--- src/pcs_pkg.sv ---
package pcs_pkg;
  localparam int PCS_ADDR_W = 13;
  localparam int PCS_PAGE_W = 10;
  localparam int PCS_PS_W = 3;
  localparam int PCS_STACK_DEPTH = 8;
  localparam int PCS_PTR_W = 3;
  localparam logic [12:0] PCS_PC_RESET = 13'h0000;
  localparam logic [2:0] PCS_PTR_RESET = 3'h0;
  localparam logic [1:0] PCS_LAST_TICK_DIV2 = 2'h1;
  localparam logic [1:0] PCS_LAST_TICK_DIV4 = 2'h3;
  localparam int PCS_MOV_LSB = 8;
  typedef enum logic [2:0] {
    PCS_OP_NEXT,
    PCS_OP_JUMP,
    PCS_OP_CALL,
    PCS_OP_RET,
    PCS_OP_RETURN_WITH_LITERAL,
    PCS_OP_RETURN_FROM_INTERRUPT,
    PCS_OP_ADD,
    PCS_OP_WRITE
  } pcs_op_e;
endpackage

--- src/pcs_stack_if.sv ---
`timescale 1ns/1ns
`default_nettype none
interface pcs_stack_if;
  logic push;
  logic pop;
  logic [12:0] wr_data;
  logic [12:0] top_data;
  logic [2:0] ptr;
  modport core (output push, output pop, output wr_data, input top_data, input ptr);
  modport mem (input push, input pop, input wr_data, output top_data, output ptr);
endinterface
`default_nettype wire

--- src/pcs_top.sv ---
// Functional notes
// - addresses span an 8K-word by 13-bit program ROM.
// - pages are 1024 words; low ten counter bits pick the word.
// - any reset clears the whole program counter to zero.
// - jump loads its operand into the low ten counter bits.
// - call loads low ten bits and pushes the following instruction address.
// - every return form reloads the counter from the stack top.
// - adding the accumulator carries into counter bits eight and nine.
// - moving the accumulator replaces the low eight counter bits; page select loads bits twelve to ten.
// - other counter writes, bit clears included, keep bits eight and nine.
// - jump, call or counter write loads bits twelve to ten from page select.
// - instructions not writing the counter take one instruction cycle.
// - counter-writing instructions take one or two cycles per option bit.
// - the return stack holds up to eight nested addresses.
// - returns ignore page select and resume on the calling page.
`timescale 1ns/1ns
`default_nettype none
module pcs_top (
  input wire logic mclk,
  input wire logic rst,
  input wire logic div4_sel,
  input wire logic branch_cycle_option,
  input wire pcs_pkg::pcs_op_e op,
  input wire logic [9:0] operand_k,
  input wire logic [7:0] acc,
  input wire logic [7:0] write_data,
  input wire logic [2:0] page_select_bits,
  output logic [12:0] rom_addr,
  output logic [7:0] pc_low,
  output logic inst_en,
  output logic bubble
);
  import pcs_pkg::*;

  pcs_stack_if st ();
  logic [12:0] program_counter_reg;
  logic [12:0] pc_next;
  logic bubble_reg;
  logic bubble_next;
  logic exec;
  logic is_ret;
  logic is_call;
  logic writes_pc;
  logic [9:0] add_low;
  logic [12:0] jump_target;
  logic [12:0] add_target;
  logic [12:0] write_target;
  logic [12:0] seq_target;
  logic [2:0] gap_reg;
  logic [2:0] gap_next;
  logic [2:0] bub_run_reg;
  logic [2:0] bub_run_next;

  // joins a three-bit page above a ten-bit word; jump and add pass the status bits as the page
  function automatic logic [12:0] page_join(input logic [2:0] page, input logic [9:0] offset);
    page_join = {page, offset};
  endfunction

  // the three return forms look alike to the counter and the stack
  function automatic logic op_is_return(input pcs_op_e o);
    op_is_return = (o == PCS_OP_RET) || (o == PCS_OP_RETURN_WITH_LITERAL) || (o == PCS_OP_RETURN_FROM_INTERRUPT);
  endfunction

  pcs_cycle_gen u_cycle (
    .mclk(mclk),
    .rst(rst),
    .div4_sel(div4_sel),
    .inst_en(inst_en)
  );

  pcs_stack #(.DEPTH(PCS_STACK_DEPTH)) u_stack (
    .mclk(mclk),
    .rst(rst),
    .st(st)
  );

  // a dummy cycle after a taken counter write swallows whatever the decoder presents
  assign exec = inst_en && !bubble_reg;
  assign is_ret = op_is_return(op);
  assign is_call = (op == PCS_OP_CALL);
  assign writes_pc = (op != PCS_OP_NEXT);

  // 13-bit address: page from status bits, word within page from the low ten bits
  assign jump_target = page_join(page_select_bits, operand_k);
  assign add_low = program_counter_reg[9:0] + {2'h0, acc};
  assign add_target = page_join(page_select_bits, add_low);
  assign write_target = {page_select_bits, program_counter_reg[9:PCS_MOV_LSB], write_data};
  assign seq_target = program_counter_reg + 13'h0001;

  assign st.push = exec && is_call;
  assign st.pop = exec && is_ret;
  assign st.wr_data = seq_target;

  always_comb begin
    pc_next = program_counter_reg;
    if (exec) begin
      case (op)
        PCS_OP_NEXT: pc_next = seq_target;
        PCS_OP_JUMP: pc_next = jump_target;
        PCS_OP_CALL: pc_next = jump_target;
        PCS_OP_RET: pc_next = st.top_data;
        PCS_OP_RETURN_WITH_LITERAL: pc_next = st.top_data;
        PCS_OP_RETURN_FROM_INTERRUPT: pc_next = st.top_data;
        PCS_OP_ADD: pc_next = add_target;
        PCS_OP_WRITE: pc_next = write_target;
        default: pc_next = program_counter_reg;
      endcase
    end
  end

  // option set: one extra cycle while the fetch at the new address refills
  assign bubble_next = inst_en ? (exec && writes_pc && branch_cycle_option) : bubble_reg;

  always_ff @(posedge mclk) begin
    if (rst) begin
      program_counter_reg <= PCS_PC_RESET;
      bubble_reg <= 1'b0;
    end else begin
      program_counter_reg <= pc_next;
      bubble_reg <= bubble_next;
    end
  end

  assign rom_addr = program_counter_reg;
  assign pc_low = program_counter_reg[7:0];
  assign bubble = bubble_reg;

  // checker-only counters: clocks since the last slot, and length of the current bubble
  assign gap_next = inst_en ? 3'h0 : (gap_reg == 3'h7 ? gap_reg : gap_reg + 3'h1);
  assign bub_run_next = !bubble_reg ? 3'h0 : (bub_run_reg == 3'h7 ? bub_run_reg : bub_run_reg + 3'h1);

  always_ff @(posedge mclk) begin
    if (rst) begin
      gap_reg <= 3'h0;
      bub_run_reg <= 3'h0;
    end else begin
      gap_reg <= gap_next;
      bub_run_reg <= bub_run_next;
    end
  end

  chk_reset_clear: assert property (@(posedge mclk)
    rst |=> program_counter_reg == 13'h0000)
    else $error("counter not cleared by reset");

  chk_seq_advance: assert property (@(posedge mclk) disable iff (rst)
    (exec && op == PCS_OP_NEXT) |=> program_counter_reg == $past(program_counter_reg) + 13'h0001)
    else $error("counter did not advance by one");

  chk_jump_load: assert property (@(posedge mclk) disable iff (rst)
    (exec && op == PCS_OP_JUMP) |=> program_counter_reg == {$past(page_select_bits), $past(operand_k)})
    else $error("jump target wrong");

  property p_call_push;
    @(posedge mclk) disable iff (rst)
      (exec && is_call) |=> ##1 st.top_data == $past(program_counter_reg, 2) + 13'h0001;
  endproperty
  chk_call_push: assert property (p_call_push)
    else $error("call did not push the following address");

  chk_return_pop: assert property (@(posedge mclk) disable iff (rst)
    (exec && is_ret) |=> program_counter_reg == $past(st.top_data))
    else $error("return did not reload from stack top");

  chk_return_page: assert property (@(posedge mclk) disable iff (rst)
    (exec && is_ret && page_select_bits != st.top_data[12:10])
      |=> program_counter_reg[12:10] != $past(page_select_bits))
    else $error("return took its page from page select");

  chk_add_carry: assert property (@(posedge mclk) disable iff (rst)
    (exec && op == PCS_OP_ADD)
      |=> program_counter_reg == {$past(page_select_bits), $past(program_counter_reg[9:0]) + {2'h0, $past(acc)}})
    else $error("relative add wrong");

  chk_write_keep: assert property (@(posedge mclk) disable iff (rst)
    (exec && op == PCS_OP_WRITE)
      |=> program_counter_reg[9:8] == $past(program_counter_reg[9:8]) && pc_low == $past(write_data)
        && program_counter_reg[12:10] == $past(page_select_bits))
    else $error("counter write disturbed bits eight and nine");

  chk_cycle_spacing: assert property (@(posedge mclk) disable iff (rst)
    inst_en |=> !inst_en ##[1:3] inst_en)
    else $error("instruction cycle not two or four clocks");

  chk_branch_bubble: assert property (@(posedge mclk) disable iff (rst)
    (exec && writes_pc && branch_cycle_option) |=> bubble ##[1:4] (inst_en && bubble) ##1 !bubble)
    else $error("branch bubble not exactly one cycle");

  chk_no_bubble: assert property (@(posedge mclk) disable iff (rst)
    (inst_en && !(exec && writes_pc && branch_cycle_option)) |=> !bubble)
    else $error("unexpected bubble");

  chk_bubble_hold: assert property (@(posedge mclk) disable iff (rst)
    (inst_en && bubble) |=> $stable(program_counter_reg))
    else $error("counter moved in bubble cycle");

  // counter and stack move only on a taken slot
  chk_idle_hold: assert property (@(posedge mclk) disable iff (rst)
    !exec |=> $stable(program_counter_reg))
    else $error("counter moved outside a taken slot");

  chk_idle_stack: assert property (@(posedge mclk) disable iff (rst)
    (!exec || (!is_call && !is_ret)) |=> $stable(st.ptr))
    else $error("stack pointer moved without call or return");

  chk_call_target: assert property (@(posedge mclk) disable iff (rst)
    (exec && is_call) |=> program_counter_reg == {$past(page_select_bits), $past(operand_k)})
    else $error("call target wrong");

  // stack pointer bookkeeping
  chk_call_ptr: assert property (@(posedge mclk) disable iff (rst)
    (exec && is_call) |=> st.ptr == $past(st.ptr) + 3'h1)
    else $error("call did not advance the stack pointer");

  chk_ret_ptr: assert property (@(posedge mclk) disable iff (rst)
    (exec && is_ret) |=> st.ptr == $past(st.ptr) - 3'h1)
    else $error("return did not step the stack pointer back");

  chk_return_with_literal_pop: assert property (@(posedge mclk) disable iff (rst)
    (exec && op == PCS_OP_RETURN_WITH_LITERAL) |=> program_counter_reg == $past(st.top_data))
    else $error("literal return did not reload from stack top");

  chk_return_from_interrupt_pop: assert property (@(posedge mclk) disable iff (rst)
    (exec && op == PCS_OP_RETURN_FROM_INTERRUPT) |=> program_counter_reg == $past(st.top_data))
    else $error("interrupt return did not reload from stack top");

  chk_ret_top: assert property (@(posedge mclk) disable iff (rst)
    (exec && is_ret) |=> program_counter_reg[12:10] == $past(st.top_data[12:10]))
    else $error("return did not resume on the calling page");

  chk_write_nine: assert property (@(posedge mclk) disable iff (rst)
    (exec && op == PCS_OP_WRITE) |=> program_counter_reg[9:8] == $past(program_counter_reg[9:8]))
    else $error("counter write changed bits eight and nine");

  chk_write_low: assert property (@(posedge mclk) disable iff (rst)
    (exec && op == PCS_OP_WRITE) |=> pc_low == $past(write_data))
    else $error("counter write did not replace the low byte");

  chk_write_page: assert property (@(posedge mclk) disable iff (rst)
    (exec && op == PCS_OP_WRITE) |=> program_counter_reg[12:10] == $past(page_select_bits))
    else $error("counter write did not take the page bits");

  chk_add_page: assert property (@(posedge mclk) disable iff (rst)
    (exec && op == PCS_OP_ADD) |=> program_counter_reg[12:10] == $past(page_select_bits))
    else $error("relative add did not take the page bits");

  chk_add_word: assert property (@(posedge mclk) disable iff (rst)
    (exec && op == PCS_OP_ADD) |=> program_counter_reg[9:0] == $past(program_counter_reg[9:0]) + {2'h0, $past(acc)})
    else $error("relative add lost its carry");

  chk_seq_wrap: assert property (@(posedge mclk) disable iff (rst)
    (exec && op == PCS_OP_NEXT && program_counter_reg == 13'h1FFF) |=> program_counter_reg == 13'h0000)
    else $error("counter did not wrap at the top of the address space");

  // reset and slot timing
  chk_reset_state: assert property (@(posedge mclk) disable iff (rst)
    $fell(rst) |-> program_counter_reg == 13'h0000 && !bubble && !inst_en)
    else $error("state not clean on the first edge after reset");

  chk_ptr_cleared: assert property (@(posedge mclk) disable iff (rst)
    $fell(rst) |-> st.ptr == 3'h0)
    else $error("stack pointer not cleared by reset");

  chk_gap_min: assert property (@(posedge mclk) disable iff (rst)
    inst_en |-> gap_reg != 3'h0)
    else $error("two slots on adjacent clocks");

  chk_gap_max: assert property (@(posedge mclk) disable iff (rst)
    inst_en |-> gap_reg <= 3'h3)
    else $error("slot spacing longer than four clocks");

  // a bubble lasts one instruction cycle, so never more than four clocks
  chk_bubble_len: assert property (@(posedge mclk) disable iff (rst)
    bubble |-> bub_run_reg <= 3'h3)
    else $error("bubble stood too long");

  chk_bubble_edge: assert property (@(posedge mclk) disable iff (rst)
    !inst_en |=> $stable(bubble))
    else $error("bubble changed between slots");

  chk_bubble_stack: assert property (@(posedge mclk) disable iff (rst)
    (inst_en && bubble) |=> $stable(st.ptr))
    else $error("stack moved in bubble cycle");

  chk_option_off: assert property (@(posedge mclk) disable iff (rst)
    (exec && writes_pc && !branch_cycle_option) |=> !bubble)
    else $error("bubble inserted with the option clear");

  cov_call_ret: cover property (@(posedge mclk) disable iff (rst)
    (exec && is_call) ##[1:20] (exec && is_ret));
  cov_bubble: cover property (@(posedge mclk) disable iff (rst)
    (inst_en && bubble));
  cov_add_carry: cover property (@(posedge mclk) disable iff (rst)
    (exec && op == PCS_OP_ADD && add_low[9:8] != program_counter_reg[9:8]));
  cov_stack_wrap: cover property (@(posedge mclk) disable iff (rst)
    (st.push && st.ptr == 3'h7));
  cov_div4_bubble: cover property (@(posedge mclk) disable iff (rst)
    (inst_en && bubble && div4_sel));
endmodule
`default_nettype wire

--- src/pcs_stack.sv ---
`timescale 1ns/1ns
`default_nettype none
module pcs_stack #(
  parameter int DEPTH = pcs_pkg::PCS_STACK_DEPTH
) (
  input wire logic mclk,
  input wire logic rst,
  pcs_stack_if.mem st
);
  import pcs_pkg::*;
  logic [12:0] mem_q [DEPTH];
  logic [2:0] ptr_reg;
  logic [2:0] ptr_next;
  logic [2:0] rd_idx;
  logic [12:0] top_reg;

  // pointer simply wraps: a ninth push overwrites the oldest entry, no error flag
  assign ptr_next = st.push ? ptr_reg + 3'h1 : (st.pop ? ptr_reg - 3'h1 : ptr_reg);
  assign rd_idx = ptr_reg - 3'h1;
  assign st.ptr = ptr_reg;
  assign st.top_data = top_reg;

  always_ff @(posedge mclk) begin
    if (rst) begin
      ptr_reg <= PCS_PTR_RESET;
    end else begin
      ptr_reg <= ptr_next;
    end
  end

  // registered read lags one clock; an instruction cycle is never shorter than two
  always_ff @(posedge mclk) begin
    if (st.push) begin
      mem_q[ptr_reg] <= st.wr_data;
    end
    top_reg <= mem_q[rd_idx];
  end

  chk_ptr_wrap: assert property (@(posedge mclk) disable iff (rst)
    (st.push && ptr_reg == 3'h7) |=> ptr_reg == 3'h0)
    else $error("stack pointer did not wrap on push");
  chk_pop_wrap: assert property (@(posedge mclk) disable iff (rst)
    (st.pop && !st.push && ptr_reg == 3'h0) |=> ptr_reg == 3'h7)
    else $error("stack pointer did not wrap on pop");
endmodule
`default_nettype wire

--- src/pcs_cycle_gen.sv ---
`timescale 1ns/1ns
`default_nettype none
module pcs_cycle_gen (
  input wire logic mclk,
  input wire logic rst,
  input wire logic div4_sel,
  output logic inst_en
);
  import pcs_pkg::*;
  logic [1:0] cnt_reg;
  logic [1:0] last_tick;

  assign last_tick = div4_sel ? PCS_LAST_TICK_DIV4 : PCS_LAST_TICK_DIV2;
  assign inst_en = (cnt_reg >= last_tick);

  always_ff @(posedge mclk) begin
    if (rst || inst_en) begin
      cnt_reg <= 2'h0;
    end else begin
      cnt_reg <= cnt_reg + 2'h1;
    end
  end
endmodule
`default_nettype wire

--- config.mk ---
export PLATFORM = sky130hd
export DESIGN_NAME = pcs_top
export DESIGN_NICKNAME = d
export VERILOG_FILES = /design/src/pcs_pkg.sv /design/src/pcs_stack_if.sv /design/src/pcs_top.sv /design/src/pcs_stack.sv /design/src/pcs_cycle_gen.sv
export SDC_FILE = /design/constraint.sdc
export NUM_CORES = 1
export LEC_CHECK = 0
export BUFFER_PORTS_ARGS = -buffer_cell sky130_fd_sc_hd__buf_2
export CAP_MARGIN = 20
export CORE_MARGIN = 10
export CORE_UTILIZATION = 45
export CTS_CLUSTER_DIAMETER = 40
export CTS_CLUSTER_SIZE = 14
export DETAILED_ROUTE_END_ITERATION = 8
export PLACE_DENSITY = 0.69
export SLEW_MARGIN = 15
export SYNTH_ARGS = -nofsm -noshare
export SYNTH_HDL_FRONTEND = slang
export SYNTH_SLANG_ARGS = --single-unit
--- constraint.sdc ---
create_clock -name mclk -period 4.2 [get_ports mclk]
set_input_delay 0.21 -clock mclk [delete_from_list [all_inputs] [get_ports mclk]]
set_output_delay 0.21 -clock mclk [all_outputs]
set_load 0.02 [all_outputs]
==> run summary <==
Setup ws final: 1.61 ns
Chip width: 140 um
Clock skew: 0.0147 ns
Biggest register: u_stack.mem_q
Setup CP Type: reg2reg
CP startpoint kind: register
Crit Path Max Fanout: 33
All-Layer GR Usage: 0.157
Syn avg cell area: 13.5 um2
Outcome: completed
Vias in the first global route: 4187
Initial antenna violation count: 0
Routed length per instance: 21.2 um
Final worst-path cycle share: 0.617
First-pass GRT wire length: 24.1 mm
Post-Synthesis Cells: 476
CTS Hold Bufs: 0
DR iter-0 viols: 513
Root buf cell: clkbuf_16
Crit path arrival time: 2.89 ns
Synth warn: 0
Slew @ Worst Pin: 0.836 ns
R2R Path End: u_stack.st.top_data[11]
Synth area leaders: edfxtp_1 (48%), dfxtp_1 (9.9%), mux4_2 (9.1%)
Post-place setup slack: 1.18 ns
Highest clock rate: 0.386 GHz
Final hold slack: 0.0545 ns
Max IR drop VDD: 346 uV
Via-to-Cell Ratio: 5.90
DRT antenna net count: 0
Reg2Reg Depth: 5
Pwr/cell area: 483 nW/um2
Share of cells above drive strength 1: 0.264
Crit-path leading delay family: flip-flops
Post-DP HPWL: 10.5 mm
Setup TNS: 0 ns
Worst path bufs/invs: 2
Area Overhead vs Synth: 15.1%
Port Buf Inserts: 58
Synth async-reset ratio: 0
Hold WC Path Type: in2reg
CP peak stage delay: 0.75 ns
RSZ-0062 raised after global routing: no
Die Y: 140 um
Placeable Area: 13900 um2
Number of max-cap violations: 0
Die area: 19500 um2
Largest net degree at the start of global routing: 38
Seq/Total Area, Yosys: 0.584
# setup viols final: 0
Post-synth top area share: 0.485
Global placement routability congestion: 0.879
Hold path endpoint: bubble
Via count: 4255
Hold Violations, Final: 0
1st-pass router iterations: 7
Worst-skew pair later-pin latency: 0.42 ns
Most used DFF post-synth: edfxtp_1
Leak Pwr: 2.66 nW
Setup crit end kind: register
CTS tree: built
Slew Limit Fails: 0
WP depth: 5
Clock-pin slew on the worst setup and hold paths: 0.06 ns
Slew headroom: 0.439
Most frequent cells in the layout: edfxtp_1 (104), buf_2 (58), dfxtp_1 (31), nor2_1 (30), mux4_2 (26)
Area leader, netlist: edfxtp_1
Clock Sinks: 136
Clock Path Buffers: 2
Gr ovfl total: 0
Synth Net Count: 525
Max FFs per register: 104
Site Rows: 43
# diodes: 0
Flops & latches, synth: 136
Post-CTS Setup Repair Bufs: 0
Post-Syn Area: 6440 um2
Level count of the clock H-tree: 4
Netlist cell types: 59
Commonest non-fill, non-tap cell in the layout: edfxtp_1
Nets: 577
Reg2reg start: u_stack.st.ptr[0]
Residual DRC: 0
Post_cts resized: 0
Reg2reg setup slack: 1.61 ns
# IOs: 59
Post-Route WL: 15.3 mm
WHS Path Cells: 3
CTS Buf Count: 17
Filler Cell Count: 1147
Initial Util: 0.462
Critical-path cell list: inv_1 > ha_1 > buf_4 > mux4_2 > mux2_2
Worst endpoint required time: 4.49 ns
Slowest CP cell: dfxtp_4
Crit path time final: 2.59 ns
Post-synth EDFFs: 104
Hold wc startpoint: branch_cycle_option
==> routing by layer <==
layer | vias to the layer above | global-route usage | share of wire
li1 | 1939 | - | -
met1 | 2123 | 0.202 | 0.43
met2 | 180 | 0.256 | 0.49
met4 | 0 | 0.0391 | 0.0078
met3 | 13 | 0.0422 | 0.068
met5 | - | 0 | 0
==> through the flow <==
step | cells | power [W] | utilization | area [um2]
after global placement | 689 | 0.00221 | 0.492 | 6860
final | 721 | 0.00358 | 0.532 | 7410
after detailed placement | 689 | 0.00223 | 0.492 | 6860
after floorplan | 476 | 0.00207 | - | 6440
after global routing | 721 | 0.00373 | 0.532 | 7410
after CTS | 721 | 0.00360 | 0.532 | 7410
==> worst max path at each step <==
stage / start / end
after detailed placement: u_stack.st.ptr[0] / u_stack.st.top_data[11]
after floorplan: u_cycle.cnt_reg[1] / u_stack.mem_q[4][0]
final: u_stack.st.ptr[0] / u_stack.st.top_data[11]
after CTS: u_stack.st.ptr[0] / u_stack.st.top_data[11]
after global routing: u_stack.st.ptr[0] / u_stack.st.top_data[9]
after global placement: u_stack.st.ptr[0] / u_stack.st.top_data[1]
==> power by group <==
part	total, W	internal [W]	switching (W)	leakage, nW
Combinational	0.000572	0.000250	0.000322	1.18
Sequential	0.00164	0.00155	0.0000919	1.22
Clock	0.00137	0.000855	0.000518	0.265
==> Yosys cell counts, drive strengths merged (4+ instances only) <==
master and instances:
mux2i 15, mux4 26, mux2 16, nand2b 7, ha 12, nand2 15
a211oi 7, nand4 5, o21ai 17, inv 19, clkbuf 11, a31oi 8
edfxtp 104, nand3 14, dfxtp 32, nor2 30, or3 4, nor3 10
nor2b 6, a21oi 25, xnor2 12, buf 25, and3 4
==> logic make-up after synthesis <==
group / Yosys count / share of synthesized area
multiplexers: 57 / 0.142
AO/OA/AOI/OAI: 90 / 0.0958
buffers and inverters: 55 / 0.0410
flip-flops: 136 / 0.584
AND/OR/NAND/NOR: 108 / 0.0868
adder cells (fa/ha/maj): 16 / 0.0311
XOR/XNOR: 14 / 0.0190
==> tightest hold or removal path, stage by stage <==
cell and delay (ns):
buf_2 0.10, nand3_1 0.05, a21oi_1 0.06
==> area by class of cell <==
type,count,area (um2),area share
flip-flops and latches,136,3770,0.508
multi-input cells,285,2420,0.327
clock buffers,24,482,0.0650
repair buffers,69,373,0.0503
well taps,180,225,0.0304
clock inverters,8,71.3,0.00962
inverters,19,71.3,0.00962
Power figures use the tool's default switching activity.
